<file path="src/mric_pkg.sv">
// Contract
// - input-only port g config bits ignore ones, read zero
// - setting port g bit seven data enters halt
// - port d drives all ones during reset
// - initialisation repeats whenever reset is held low
// - ports l, g, c float during initialisation
// - reset clears counter, status, control, port registers; port d data reloads all ones instead
// - halt freezes all activity and keeps state; pending flags and register writes still update while halted
// - reset while halted reinitialises, fetches from zero
// - wake pin rising edge resumes without reinitialising; code ignores the pin with the crystal option
// - wake resume clears port g bit seven data
// - sources: external edge, timer event, opcode zero
// - global enable gates both maskable sources
// - per-source enables select external and timer
// - maskable acknowledge clears global enable
// - edge select: zero rising, one falling
// - pending flags cleared only by software
// - global enable set again allows nesting
// - instruction cycle is clock divided by ten
// - acknowledge pushes, drops stack by two, vectors, seven cycles
// - software interrupt leaves global enable unchanged
// - return-from-interrupt pops and sets global enable
package mric_pkg;
  localparam int DATA_W = 8;
  localparam int ADDR_W = 15;
  // register bus offsets
  localparam logic [3:0] REG_L_DATA = 4'h0;
  localparam logic [3:0] REG_L_CFG = 4'h1;
  localparam logic [3:0] REG_L_PINS = 4'h2;
  localparam logic [3:0] REG_G_DATA = 4'h3;
  localparam logic [3:0] REG_G_CFG = 4'h4;
  localparam logic [3:0] REG_G_PINS = 4'h5;
  localparam logic [3:0] REG_C_DATA = 4'h6;
  localparam logic [3:0] REG_C_CFG = 4'h7;
  localparam logic [3:0] REG_C_PINS = 4'h8;
  localparam logic [3:0] REG_D_DATA = 4'h9;
  localparam logic [3:0] REG_STATUS = 4'ha;
  localparam logic [3:0] REG_CONTROL = 4'hb;
  localparam logic [3:0] REG_STACK = 4'hc;
  localparam logic [3:0] REG_PROG_LO = 4'hd;
  localparam logic [3:0] REG_PROG_HI = 4'he;
  // processor status word fields
  localparam int ST_GLOBAL_EN = 0;
  localparam int ST_EXT_EN = 1;
  localparam int ST_BUSY = 2;
  localparam int ST_EXT_PEND = 3;
  localparam int ST_TMR_EN = 4;
  localparam int ST_TMR_PEND = 5;
  // control word field
  localparam int CTL_EDGE_SEL = 1;
  // port layout
  localparam logic [7:0] INPUT_ONLY_MASK = 8'hc0;
  localparam logic [7:0] PORT_C_MASK = 8'h0f;
  localparam int WAKE_BIT = 7;
  localparam int EXT_PIN_BIT = 0;
  // reset and vector values
  localparam logic [7:0] PORT_D_RESET = 8'hff;
  localparam logic [14:0] RESET_VECTOR = 15'h0000;
  localparam logic [14:0] IRQ_VECTOR = 15'h00ff;
  localparam logic [14:0] PROG_STEP = 15'h0001;
  localparam logic [7:0] STACK_STEP = 8'h02;
  localparam logic [7:0] BYTE_STEP = 8'h01;
  // timing
  localparam logic [3:0] CYCLE_DIV = 4'ha;
  localparam logic [3:0] DIV_LAST = CYCLE_DIV - 4'h1;
  localparam logic [2:0] SEQ_CYCLES = 3'h7;
  localparam logic [2:0] SEQ_LAST = SEQ_CYCLES - 3'h1;
  localparam logic [2:0] PUSH_LO_STEP = 3'h0;
  localparam logic [2:0] PUSH_HI_STEP = 3'h1;

  typedef enum logic [1:0] {
    CLK_CRYSTAL = 2'h0,
    CLK_EXTERNAL = 2'h1,
    CLK_RC = 2'h2
  } mric_clk_opt_t;

  typedef enum logic [1:0] {
    ST_RUN = 2'h0,
    ST_SEQ = 2'h1,
    ST_HALT = 2'h2
  } mric_state_t;

  typedef struct packed {
    logic wr;
    logic rd;
    logic [3:0] addr;
    logic [7:0] wdata;
  } mric_bus_t;

  typedef struct packed {
    logic prog_inc;
    logic prog_load;
    logic [14:0] prog_value;
    logic ret;
    logic return_from_interrupt;
    logic [14:0] ret_value;
    logic soft_irq;
    logic boundary;
  } mric_core_req_t;

  typedef struct packed {
    logic wr;
    logic [7:0] addr;
    logic [7:0] data;
  } mric_stack_wr_t;

  typedef struct packed {
    logic [7:0] out;
    logic [7:0] oe;
  } mric_pins_t;
endpackage : mric_pkg

</file>
<file path="src/mric_ctrl.sv">
`timescale 1ns/1ps
module mric_ctrl (
  // clock and reset
  input wire logic clock,
  input wire logic resetn,
  input wire logic clk_en,
  // register port
  input wire mric_pkg::mric_bus_t bus,
  output logic [7:0] bus_rdata,
  // core side
  input wire mric_pkg::mric_core_req_t core,
  input wire logic timer_event,
  output logic [14:0] program_counter,
  output logic [7:0] stack_pointer,
  output mric_pkg::mric_stack_wr_t stack_wr,
  output logic instr_tick,
  output logic core_stall,
  output logic halted,
  output logic irq_request,
  // pins
  input wire mric_pkg::mric_clk_opt_t clk_option,
  input wire logic clock_out_wake_pin,
  input wire logic [7:0] port_l_in,
  input wire logic [7:0] port_g_in,
  input wire logic [7:0] port_c_in,
  output mric_pkg::mric_pins_t port_l,
  output mric_pkg::mric_pins_t port_g,
  output mric_pkg::mric_pins_t port_c,
  output logic [7:0] port_d
);
  import mric_pkg::*;

  typedef struct packed {
    logic [7:0] l_data;
    logic [7:0] l_cfg;
    logic [7:0] g_data;
    logic [7:0] g_cfg;
    logic [7:0] c_data;
    logic [7:0] c_cfg;
    logic [7:0] d_data;
    logic global_irq_enable;
    logic external_irq_enable;
    logic timer_irq_enable;
    logic external_irq_pending;
    logic timer_irq_pending;
    logic busy;
    logic [7:0] control_word;
    logic [14:0] prog;
    logic [7:0] stack;
    mric_state_t state;
    logic [3:0] div;
    logic [2:0] step;
    logic seq_soft;
    logic soft_pend;
    logic ext_s1;
    logic ext_s2;
    logic ext_s3;
    logic wake_s1;
    logic wake_s2;
    logic wake_s3;
    logic [7:0] rdata;
    mric_stack_wr_t push;
  } mric_state_vec_t;

  mric_state_vec_t st_q;
  mric_state_vec_t st_d;
  logic tick;
  logic wake_ok;
  logic wake_rise;
  logic ext_hit;
  logic ack;
  logic [7:0] status_byte;

  function automatic logic [7:0] byte_of(input logic [14:0] v, input logic hi);
    byte_of = hi ? 8'(v >> DATA_W) : v[7:0];
  endfunction : byte_of

  always_comb begin
    // crystal option owns the wake pin as oscillator output
    wake_ok = (clk_option != CLK_CRYSTAL);
    // only the second and third stages feed edge logic
    wake_rise = wake_ok & st_q.wake_s2 & ~st_q.wake_s3;
    ext_hit = st_q.control_word[CTL_EDGE_SEL]
      ? (~st_q.ext_s2 & st_q.ext_s3)
      : (st_q.ext_s2 & ~st_q.ext_s3);
    // halt stops the divider, hence every instruction cycle
    tick = (st_q.state != ST_HALT) && (st_q.div == DIV_LAST);
    irq_request = st_q.global_irq_enable
      & ((st_q.external_irq_enable & st_q.external_irq_pending)
      | (st_q.timer_irq_enable & st_q.timer_irq_pending));
    ack = (st_q.state == ST_RUN) && tick && core.boundary
      && (st_q.soft_pend || irq_request);
    status_byte = '0;
    status_byte[ST_GLOBAL_EN] = st_q.global_irq_enable;
    status_byte[ST_EXT_EN] = st_q.external_irq_enable;
    status_byte[ST_BUSY] = st_q.busy;
    status_byte[ST_EXT_PEND] = st_q.external_irq_pending;
    status_byte[ST_TMR_EN] = st_q.timer_irq_enable;
    status_byte[ST_TMR_PEND] = st_q.timer_irq_pending;
  end

  always_comb begin
    st_d = st_q;
    if (clk_en) begin
      st_d.push.wr = 1'b0;
      st_d.rdata = '0;
      st_d.ext_s1 = port_g_in[EXT_PIN_BIT];
      st_d.ext_s2 = st_q.ext_s1;
      st_d.ext_s3 = st_q.ext_s2;
      st_d.wake_s1 = clock_out_wake_pin;
      st_d.wake_s2 = st_q.wake_s1;
      st_d.wake_s3 = st_q.wake_s2;
      if (st_q.state != ST_HALT) begin
        st_d.div = tick ? '0 : st_q.div + 4'h1;
      end
      if (bus.rd) begin
        unique case (bus.addr)
          REG_L_DATA: st_d.rdata = st_q.l_data;
          REG_L_CFG: st_d.rdata = st_q.l_cfg;
          REG_L_PINS: st_d.rdata = port_l_in;
          REG_G_DATA: st_d.rdata = st_q.g_data;
          REG_G_CFG: st_d.rdata = st_q.g_cfg & ~INPUT_ONLY_MASK;
          REG_G_PINS: begin
            st_d.rdata = port_g_in;
            st_d.rdata[WAKE_BIT] = wake_ok & st_q.wake_s2;
          end
          REG_C_DATA: st_d.rdata = st_q.c_data & PORT_C_MASK;
          REG_C_CFG: st_d.rdata = st_q.c_cfg & PORT_C_MASK;
          REG_C_PINS: st_d.rdata = port_c_in & PORT_C_MASK;
          REG_D_DATA: st_d.rdata = st_q.d_data;
          REG_STATUS: st_d.rdata = status_byte;
          REG_CONTROL: st_d.rdata = st_q.control_word;
          REG_STACK: st_d.rdata = st_q.stack;
          REG_PROG_LO: st_d.rdata = byte_of(st_q.prog, 1'b0);
          REG_PROG_HI: st_d.rdata = byte_of(st_q.prog, 1'b1);
          default: st_d.rdata = '0;
        endcase
      end
      unique case (st_q.state)
        ST_RUN: begin
          if (core.prog_load) begin
            st_d.prog = core.prog_value;
          end else if (core.prog_inc) begin
            st_d.prog = st_q.prog + PROG_STEP;
          end
          if (core.ret) begin
            st_d.prog = core.ret_value;
            st_d.stack = st_q.stack + STACK_STEP;
            if (core.return_from_interrupt) begin
              st_d.global_irq_enable = 1'b1;
            end
          end
          if (ack) begin
            st_d.state = ST_SEQ;
            st_d.step = '0;
            // opcode zero wins: it cannot be masked
            st_d.seq_soft = st_q.soft_pend;
            st_d.soft_pend = 1'b0;
            if (!st_q.soft_pend) begin
              st_d.global_irq_enable = 1'b0;
            end
          end
        end
        ST_SEQ: begin
          if (tick) begin
            if (st_q.step == PUSH_LO_STEP || st_q.step == PUSH_HI_STEP) begin
              st_d.push.wr = 1'b1;
              st_d.push.addr = st_q.stack - 8'(st_q.step);
              st_d.push.data = byte_of(st_q.prog, st_q.step[0]);
            end
            if (st_q.step == SEQ_LAST) begin
              st_d.prog = IRQ_VECTOR;
              st_d.stack = st_q.stack - STACK_STEP;
              st_d.state = ST_RUN;
            end else begin
              st_d.step = st_q.step + 3'h1;
            end
          end
        end
        ST_HALT: begin
          if (wake_rise) begin
            st_d.state = ST_RUN;
            st_d.g_data[WAKE_BIT] = 1'b0;
          end
        end
        default: st_d.state = ST_RUN;
      endcase
      if (bus.wr) begin
        unique case (bus.addr)
          REG_L_DATA: st_d.l_data = bus.wdata;
          REG_L_CFG: st_d.l_cfg = bus.wdata;
          REG_G_DATA: begin
            st_d.g_data = bus.wdata;
            if (bus.wdata[WAKE_BIT]) begin
              st_d.state = ST_HALT;
            end
          end
          REG_G_CFG: st_d.g_cfg = bus.wdata & ~INPUT_ONLY_MASK;
          REG_C_DATA: st_d.c_data = bus.wdata & PORT_C_MASK;
          REG_C_CFG: st_d.c_cfg = bus.wdata & PORT_C_MASK;
          REG_D_DATA: st_d.d_data = bus.wdata;
          REG_STATUS: begin
            st_d.global_irq_enable = bus.wdata[ST_GLOBAL_EN];
            st_d.external_irq_enable = bus.wdata[ST_EXT_EN];
            st_d.timer_irq_enable = bus.wdata[ST_TMR_EN];
            st_d.busy = bus.wdata[ST_BUSY];
            st_d.external_irq_pending = bus.wdata[ST_EXT_PEND];
            st_d.timer_irq_pending = bus.wdata[ST_TMR_PEND];
          end
          REG_CONTROL: st_d.control_word = bus.wdata;
          REG_STACK: st_d.stack = bus.wdata;
          default: st_d.l_data = st_d.l_data;
        endcase
      end
      // a source event beats a software clear in the same cycle
      if (ext_hit) begin
        st_d.external_irq_pending = 1'b1;
      end
      if (timer_event) begin
        st_d.timer_irq_pending = 1'b1;
      end
      if (core.soft_irq && st_q.state == ST_RUN) begin
        st_d.soft_pend = 1'b1;
      end
    end
    // reset acts as a level and overrides the clock enable
    if (!resetn) begin
      st_d = '0;
      st_d.prog = RESET_VECTOR;
      st_d.d_data = PORT_D_RESET;
      st_d.state = ST_RUN;
      // preload from the pins so a pin idling high gives no false edge
      st_d.ext_s1 = port_g_in[EXT_PIN_BIT];
      st_d.ext_s2 = port_g_in[EXT_PIN_BIT];
      st_d.ext_s3 = port_g_in[EXT_PIN_BIT];
      st_d.wake_s1 = clock_out_wake_pin;
      st_d.wake_s2 = clock_out_wake_pin;
      st_d.wake_s3 = clock_out_wake_pin;
    end
  end

  always_ff @(posedge clock) begin
    st_q <= st_d;
  end

  assign bus_rdata = st_q.rdata;
  assign program_counter = st_q.prog;
  assign stack_pointer = st_q.stack;
  assign stack_wr = st_q.push;
  assign instr_tick = tick & clk_en;
  assign core_stall = (st_q.state != ST_RUN);
  assign halted = (st_q.state == ST_HALT);
  // pins float and port d goes high for as long as reset is low
  assign port_d = resetn ? st_q.d_data : PORT_D_RESET;
  assign port_l.out = st_q.l_data;
  assign port_l.oe = resetn ? st_q.l_cfg : '0;
  assign port_g.out = st_q.g_data;
  assign port_g.oe = resetn ? (st_q.g_cfg & ~INPUT_ONLY_MASK) : '0;
  assign port_c.out = st_q.c_data & PORT_C_MASK;
  assign port_c.oe = resetn ? (st_q.c_cfg & PORT_C_MASK) : '0;

  // helper: instruction cycles counted across an acknowledge
  logic [3:0] seq_ticks;
  always_ff @(posedge clock) begin
    if (!resetn || (clk_en && ack)) begin
      seq_ticks <= '0;
    end else if (clk_en && tick && st_q.state == ST_SEQ) begin
      seq_ticks <= seq_ticks + 4'h1;
    end
  end
endmodule : mric_ctrl

</file>
<file path="config.mk">
export PLATFORM = sky130hd
export DESIGN_NAME = mric_ctrl
export DESIGN_NICKNAME = d
export VERILOG_FILES = /design/src/mric_pkg.sv /design/src/mric_ctrl.sv
export SDC_FILE = /design/constraint.sdc
export NUM_CORES = 1
export LEC_CHECK = 0
export ABC_AREA = 0
export BUFFER_PORTS_ARGS = -buffer_cell sky130_fd_sc_hd__buf_4
export CAP_MARGIN = 10
export CORE_ASPECT_RATIO = 1.75
export CORE_MARGIN = 5
export CORE_UTILIZATION = 32
export CTS_CLUSTER_SIZE = 40
export DETAILED_ROUTE_END_ITERATION = 10
export PLACE_DENSITY_LB_ADDON = 0.25
export SYNTH_ARGS = -nofsm -noshare
export SYNTH_HDL_FRONTEND = slang
export SYNTH_SLANG_ARGS = --single-unit
export TNS_END_PERCENT = 10
</file>
<file path="constraint.sdc">
create_clock -name clock -period 2.15 [get_ports clock]
set_input_delay 0.3225 -clock clock [delete_from_list [all_inputs] [get_ports clock]]
set_output_delay 0.3225 -clock clock [all_outputs]
set_load 0.03 [all_outputs]
</file>
Word-level counts from Yosys, hierarchy flattened

Index checks and enable logic that the tools add are counted.

Input bits: 81
Register bits after elaboration: 125
Output and inout bits: 108
Word-level logic and storage cells: 162

Muxes and demuxes: 50
Eq/ne operators: 26
Reduce and logical (&&, ||, !) cells: 36
Add/sub/neg operators: 6
Bitwise operators: 12

Operator list:

| cell                    | count |
|---|---|
| $pmux W8 S15            | 1 |
| $mux W8                 | 8 |
| $mux W31                | 2 |
| $mux W54                | 1 |
| $mux W17                | 3 |
| $mux W25                | 2 |
| $pmux W23 S2            | 1 |
| $reduce_and A3 Y1       | 13 |
| $eq A4 B4 Y1 const B    | 8 |
| $mux W15                | 2 |
| $mux W23                | 1 |
| $mux W6                 | 3 |
| $reduce_bool A2 Y1      | 9 |
| $eq A4 B3 Y1 const B    | 4 |
| $mux W4                 | 4 |
| $add A15 B1 Y15 const B | 1 |
| $mux W1                 | 12 |
| $mux W10                | 1 |
| $ne A2 B2 Y1 const B    | 5 |
| $reduce_and A5 Y1       | 2 |
| $add A8 B2 Y8 const B   | 1 |
| $and A1 B1 Y1           | 8 |
| $eq A4 B2 Y1 const B    | 2 |
| $mux W2                 | 4 |
| 24 further kinds        | 32 |

Depth between registers and ports, before layout

Gate-level depths: netlist (run 1).

Word-level depth: 10
Gate-level depth with buffers: 9
Mapped depth without buffers: 7

Worst setup path before layout (run 1)

No wires, ideal clock.

Path type: register -> register
Start: register st_q[33] (netlist bit)
End: register st_q (netlist bit stack_pointer[7])
Clock period less this slack: 2.070 ns
Setup slack: 0.080 ns
Setup time: 0.129 ns
Required time: 2.021 ns
Arrival: 1.941 ns
Path buffers: 2
Cell stages (with the launch flop): 10
Cells stage by stage: dfxtp_1 clkbuf_1 inv_1 ha_1 and2_1 buf_6 nand4_1 nor3_1 a2111oi_0 o21ai_1

Word-level cells in the longest chain between the ends: 6

Ends and longest elaborated chain:

| element                  | line             | text |
|---|---|---|
| start: declaration       | mric_ctrl.sv:65  | `mric_state_vec_t st_q;` |
| start signal: assignment | mric_ctrl.sv:243 | `st_q <= st_d;` |
| $eq A3 B3 Y1 *           | mric_ctrl.sv:171 | `if (st_q.step == SEQ_LAST) begin` |
| $mux W25 *               | mric_ctrl.sv:171 |  |
| $mux W25 *               | mric_ctrl.sv:165 | `if (tick) begin` |
| $pmux W23 S2 *           | mric_ctrl.sv:139 | `unique case (st_q.state)` |
| $mux W8                  | mric_ctrl.sv:189 | `unique case (bus.addr)` |
| $mux W10 *               | mric_ctrl.sv:188 | `if (bus.wr) begin` |

Mark *: on every way between the ends. The rest lies on a longest branch, timed or not. The select of a mux whose other input is x is not followed.
A chain may end at the register's enable or synchronous reset.

Worst setup path after layout (run 1)

Start: register st_q[40] (netlist bit)
End: output port core_stall

Word-level cells in the longest chain between the ends: 1

Ends and longest elaborated chain:

| element            | line             | text |
|---|---|---|
| $reduce_bool A2 Y1 | mric_ctrl.sv:251 | `assign core_stall = (st_q.state != ST_RUN);` |
| end: declaration   | mric_ctrl.sv:17  | `output logic core_stall,` |

Every way passes these cells.

==> impl_metrics.ini, run 1 <==
[die]
design.core.area_sq_um = 24630
chipHeight_um = 219.3
die_width_um = 129.6
initial_utilization_pct = 32.51
io_pins = 189
fp.dieArea_sq_um = 28410
fp-row-count = 76

[grt]
via_count_of_the_first_global_routing_pass = 7718
globalRouteTotalUtil_pct = 21.81
grt_max_degree = 61
wire_length_of_the_first_global_routing_pass_mm = 46.37
grt_remaining_overflow = 0
antenna_violations_before_repair = 0

[clocking]
cts.hold.buffers_added = 0
cts_tree = yes
clock_pin_slew_worst_setup_and_hold_paths_ns = 0.06
clock_latency_on_the_worst_skew_pair_ns = 0.44
cts_inserted_buffers = 17
postCtsSetupBuffers = 0
clock-sinks = 124
ctsHtreeMaxLevel = 4
ctsRootBufferMaster = sky130_fd_sc_hd__clkbuf_16
max-clock-path-buffers = 2

[synth]
ys_async_sr_fraction_pct = 0
synthesis.area_sq_um = 8006
synth.yosys.seq_area_share_pct = 31.75
synth_enable_flop_cells = 6
synthDominantAreaCellType = sky130_fd_sc_hd__dfxtp_1
synth_cell_types = 80
syn-mean-instance-area_sq_um = 8.079
syn_inst = 991
synth.ff_latch_count = 124
synth_top_cells_by_area = sky130_fd_sc_hd__dfxtp_1 (30%), sky130_fd_sc_hd__buf_4 (7.8%), sky130_fd_sc_hd__mux2i_1 (6.1%)
yosys_warnings = 0
synth-main-ff-cell = sky130_fd_sc_hd__dfxtp_1
yosysTopAreaCellShare_pct = 29.50

[sta]
setup_slack_ns = 0.1129
timing.final.hold_violations = 0
post-route-min-period_ns = 2.037
timing.final.setup_violations = 0
tightestPinTransition_ns = 0.5765
rsz0062_at_grt = false
post-route-period-util_pct = 94.75
setup_clock_skew_after_layout_ns = 0.009406
fmax_mhz = 490.9
setup_total_negative_slack_ns = 0
worst_hold_slack_ns = 0.1955
relSlewSlack_pct = 61.52
report.final.slew_viol_count = 0

[placement]
port_buffers = 173
cell_count_after_placement = 1395
detailed_place_hpwl_mm = 24.31
dp_slack_ns = 0.2131
place_congestion = 0.9688

[worst_setup_path]
critical_path_required_ns = 1.83
critical-path-top-delay-family = buffers and inverters
worst_setup_path_end_kind = output pin
critical_path.max_fanout = 12
worst_path_largest_cell_delay_ns = 0.40
critical_path_arrival_ns = 1.71
timing_worst_setup_path_type = flop to output pin
most_frequent_cell_on_the_critical_path = sky130_fd_sc_hd__buf_4
highest_delay_cell_along_the_critical_path = sky130_fd_sc_hd__dfxtp_2
path_cells = nor2_4, inv_1, buf_4, buf_4
critPathBufInv = 3
start_kind = flop

[drt]
drc_errors = 0
drt_pass1_iterations = 8
wl_per_cell_um = 22.02
routed_via_count = 7916
drt_iter0_drc = 723
vias_per_cell = 5.547
drtAntennaViolNets = 0
route.final.wire_length_mm = 31.42

[cells_and_area]
antennaDiodeCount = 0
final_cell_count_no_fill = 1427
area_growth_pct = 24.52
layout-drive-gt1-share_pct = 27.80
mostFrequentLayoutCell = sky130_fd_sc_hd__buf_4
num-fill-cells = 2512
highest_count_cells_in_the_layout_ignoring_fill_and_taps = sky130_fd_sc_hd__buf_4 (232), sky130_fd_sc_hd__dfxtp_1 (117), sky130_fd_sc_hd__nand2_1 (89), sky130_fd_sc_hd__nor2_1 (86), sky130_fd_sc_hd__a21oi_1 (63)
num-nets-final = 1196

[run]
drv.max_cap_violation_count = 0

[power_and_ir_drop]
finalPower_uw = 6730
power.ir.vdd_worst_mv = 0.5846
power.static_leakage_uw = 0.004114
power.density_nw_per_um2 = 675.1

[hold_path]
worst_hold_path_type = input pin to flop

[outcome]
outcome = complete, no violations
## routing by layer
metal  part of all wire, %  up-vias  wire, um  global-route usage (%)
li1                      -     3687         -                       -
met1                    35     3789     11130                   23.05
met2                    54      362     17010                   40.37
met3                   5.3       78      1660                   3.434
met4                   5.2        0      1619                   11.82
met5                     0        -         0                       0
## where the power goes
part / internal (uW) / total [uW] / switching [uW]
logic: 388 / 1010 / 621
registers: 2380 / 2450 / 73.2
clock network: 2180 / 3270 / 1090
total: 4950 / 6730 / 1780
## timing repair
action | 4_1_cts | 5_1_grt
hold endpoints to repair | 0 | 0
gates resized for setup | 0 | 3
setup endpoints to repair | 0 | 3
## worst register-to-register path: stages (launching register included)
cell and delay, ns:
sky130_fd_sc_hd__dfxtp_1 0.40, sky130_fd_sc_hd__ha_1 0.21, sky130_fd_sc_hd__and2_1 0.29, sky130_fd_sc_hd__nand2_4 0.11
sky130_fd_sc_hd__a211oi_4 0.52, sky130_fd_sc_hd__o21ai_0 0.14, sky130_fd_sc_hd__a21o_1 0.19
## registers in the layout (all words and copies together) (netlist names)
name	cells
bus_rdata	8
port_c	4
port_g	8
port_l	8
program_counter	15
st_q	56
stack_pointer	8
stack_wr	17
## per-stage QoR
| step | instance area, sq um | utilization [%] |
|---|---|---|
| 3_3_place_gp | 9298 | 37.75 |
| 6_report | 9970 | 40.48 |
| 4_1_cts | 9967 | 40.47 |
| 3_5_place_dp | 9298 | 37.75 |
| 5_1_grt | 9970 | 40.48 |
| 2_1_floorplan | 8040 | - |
## synth_stat cells (7+ instances only)
cell type,n
sky130_fd_sc_hd__a211oi_1,12
sky130_fd_sc_hd__a21oi_1,63
sky130_fd_sc_hd__a221oi_1,7
sky130_fd_sc_hd__a22o_1,8
sky130_fd_sc_hd__a22oi_1,16
sky130_fd_sc_hd__a31oi_1,12
sky130_fd_sc_hd__a32oi_1,9
sky130_fd_sc_hd__and2_1,24
sky130_fd_sc_hd__and3_1,11
sky130_fd_sc_hd__buf_2,27
sky130_fd_sc_hd__buf_4,83
sky130_fd_sc_hd__clkbuf_1,36
sky130_fd_sc_hd__dfxtp_1,118
sky130_fd_sc_hd__ha_1,12
sky130_fd_sc_hd__inv_1,28
sky130_fd_sc_hd__mux2_2,10
sky130_fd_sc_hd__mux2i_1,49
sky130_fd_sc_hd__nand2_1,89
sky130_fd_sc_hd__nand2b_1,19
sky130_fd_sc_hd__nand3_1,53
sky130_fd_sc_hd__nand4_1,8
sky130_fd_sc_hd__nor2_1,86
sky130_fd_sc_hd__nor2b_1,22
sky130_fd_sc_hd__nor3_1,9
sky130_fd_sc_hd__o211ai_1,9
sky130_fd_sc_hd__o21ai_0,42
## cell type report
type	instances	area (sq um)	area share (%)
clock buffers	22	484.2	4.857
clock inverters	10	185.2	1.857
inverters	29	108.9	1.092
multi-input cells	695	4456	44.69
flip-flops and latches	124	2544	25.51
well taps	312	390.4	3.916
repair buffers	235	1802	18.07
## worst paths after layout
check	slack [ns]	cells past startpoint	from	to
setup reg to reg	0.18	6	st_q[34]	program_counter[8]
hold / removal	0.20	3	core[7]	program_counter[5]
setup / recovery	0.11	4	st_q[40]	core_stall
hold reg to reg	0.48	2	stack_wr[7]	stack_wr[7]
## logic make-up (layout without fill, tap and decap cells)
logic type | after synthesis | after routing | synth area share, %
DFF | 124 | 124 | 31.75
and+or+nand+nor | 356 | 356 | 22.71
buffers and inverters | 181 | 296 | 13.03
other | 1 | 10 | 0.04684
adders and majority gates | 13 | 13 | 2.125
AOI/OAI and AO/OA | 245 | 245 | 21.14
muxes | 61 | 61 | 8.095
xor gates and xnor gates | 10 | 10 | 1.094
No activity file was read; power rests on OpenSTA's default activity.
==> inputs of run 2 (changes only) <==
- BUFFER_PORTS_ARGS: -buffer_cell sky130_fd_sc_hd__buf_4 -> not set
- DONT_BUFFER_PORTS: not set -> 1
- PLACE_DENSITY: not set -> 0.48
- PLACE_DENSITY_LB_ADDON: 0.25 -> not set
==> run 2 against run 1 <==
Compared with the run above:
- total power fell by 3.1%
- count of clock-buffer cells in the layout shrank 1
- sequential share of layout area increased by 3.9 points
- hold slack got worse by 0.17 ns
- die area is the same
- critical path depth is the same
- largest power group unchanged
- fmax grew 2.0%
- critical endpoint is now instr_tick
- largest cell class unchanged
- clock power increased by 2%
- clock skew grew 0.0028 ns
- core utilization fell by 5.3 points
==> impl_metrics.ini, run 2 (same netlist as run 1, synthesis figures left out) <==
[placement]
placement.cell_area_sq_um = 7969
dp_slack_ns = 0.2254
place_congestion = 0.8964
port_buffers = 0
detailed_place_hpwl_mm = 24.65

[die]
initial_utilization_pct = 32.51
chipHeight_um = 219.3
fp.dieArea_sq_um = 28410
fp-row-count = 76
io_pins = 189
die_width_um = 129.6
design.core.area_sq_um = 24630

[worst_setup_path]
critical_path_arrival_ns = 1.67
worst_setup_path_end_kind = output pin
critical_path_required_ns = 1.83
timing_worst_setup_path_type = flop to output pin
critical_path.max_fanout = 5
start_kind = flop

[sta]
post-route-period-util_pct = 92.86
fmax_mhz = 500.9
timing.final.hold_violations = 0
post-route-min-period_ns = 1.997
rsz0062_at_grt = false
tightestPinTransition_ns = 0.7327
relSlewSlack_pct = 51.09
worst_hold_slack_ns = 0.02273
setup_slack_ns = 0.1534
setup_total_negative_slack_ns = 0
timing.final.setup_violations = 0
setup_clock_skew_after_layout_ns = 0.01219
report.final.slew_viol_count = 0

[clocking]
postCtsSetupBuffers = 0
clock_latency_on_the_worst_skew_pair_ns = 0.43
ctsHtreeMaxLevel = 4
cts_tree = yes
cts_inserted_buffers = 17
clock-sinks = 124
clock_pin_slew_worst_setup_and_hold_paths_ns = 0.06
ctsRootBufferMaster = sky130_fd_sc_hd__clkbuf_16
max-clock-path-buffers = 2

[power_and_ir_drop]
p_sw_share_pct = 25.25
power.density_nw_per_um2 = 752.5
pwr-share-seq_pct = 37.9
power.static_leakage_uw = 0.003213
p_int_uw = 4873
power.ir.vdd_worst_mv = 0.5456
power.switching_uw = 1646
combinationalPowerShare_pct = 10.9
power.clock.fraction_pct = 51.3

[cells_and_area]
num-nets-final = 1020
regMostFlops = st_q
multi_input_area_sq_um = 4454
num-fill-cells = 2580
final_cell_area_sq_um = 8662
layout-drive-gt1-share_pct = 14.16
highest_count_cells_in_the_layout_ignoring_fill_and_taps = sky130_fd_sc_hd__dfxtp_1 (116), sky130_fd_sc_hd__nand2_1 (89), sky130_fd_sc_hd__nor2_1 (86), sky130_fd_sc_hd__a21oi_1 (63), sky130_fd_sc_hd__buf_4 (55)
sequential_cell_area_sq_um = 2545
mostFrequentLayoutCell = sky130_fd_sc_hd__dfxtp_1
largest_register_ff_count = 56
area_growth_pct = 8.189

[drt]
drc_errors = 0
route.final.wire_length_mm = 32.35
routed_via_count = 7183
vias_per_cell = 5.737
drt_pass1_iterations = 5
wl_per_cell_um = 25.84
drtAntennaViolNets = 0
drt_iter0_drc = 510

[hold_path]
worst_hold_path_type = input pin to flop

[grt]
globalRouteTotalUtil_pct = 22.29
wire_length_of_the_first_global_routing_pass_mm = 46.35
antenna_violations_before_repair = 2
via_count_of_the_first_global_routing_pass = 7001
grt_remaining_overflow = 0
grt_max_degree = 60

[run]
drv.max_cap_violation_count = 0

[outcome]
outcome = complete, no violations
==> run 2: cell type report <==
cell class,count,area share (%)
Clock inverter,11,2.470
Clock buffer,21,5.316
Inverter,29,1.300
Timing Repair Buffer,59,5.576
Sequential cell,124,29.38
Tap cell,312,4.507
Multi-Input combinational cell,695,51.42
Antenna cell,1,0.02889
==> run 2: path summary, 6_finish.rpt <==
| kind | from | to | slack, ns | depth (start not counted) |
|---|---|---|---|---|
| worst min register to register | st_q[125] | st_q[125] | 0.48 | 2 |
| worst max-delay path | st_q[36] | instr_tick | 0.15 | 4 |
| worst min-delay path | resetn | stack_pointer[2] | 0.02 | 1 |
| worst max register to register | st_q[34] | program_counter[10] | 0.21 | 6 |
==> run 2: power groups by stage <==
| stage | logic, uW | clock network (uW) | registers, uW |
|---|---|---|---|
| 6_report | 707 | 3340 | 2470 |
| 5_1_grt | 764 | 3500 | 2480 |
| 4_1_cts | 705 | 3410 | 2470 |
| 3_5_place_dp | 698 | 0 | 2520 |
| 3_3_place_gp | 696 | 0 | 2520 |
| 2_1_floorplan | 628 | 0 | 2480 |
==> run 2: critical path, stage by stage (launching register included) <==
cell                         delay, ns
sky130_fd_sc_hd__dfxtp_1          0.40
sky130_fd_sc_hd__ha_1             0.17
sky130_fd_sc_hd__and3b_1          0.32
sky130_fd_sc_hd__nand3_2          0.17
sky130_fd_sc_hd__clkinvlp_4       0.19
==> run 2: repair_timing <==
action                                  in CTS  in global routing
endpoints found under the setup margin       0                  2
hold buffers                                 1                  0
gates resized for setup                      0                  3
hold endpoints to repair                     8                  0
==> run 2: per-layer routing <==
metal	GRT usage [%]	routed length, um
met3	5.918	2047
met5	0	20
met1	22.41	11060
met2	39.89	17100
met4	14.08	2123
==> run 2: stage by stage <==
stage	instances	util (%)	total power (uW)
floorplan	1000	-	3104
global placement	1218	32.36	3214
detailed placement	1218	32.36	3217
CTS	1251	35.14	6583
global route	1251	35.16	6740
finish	1252	35.17	6519
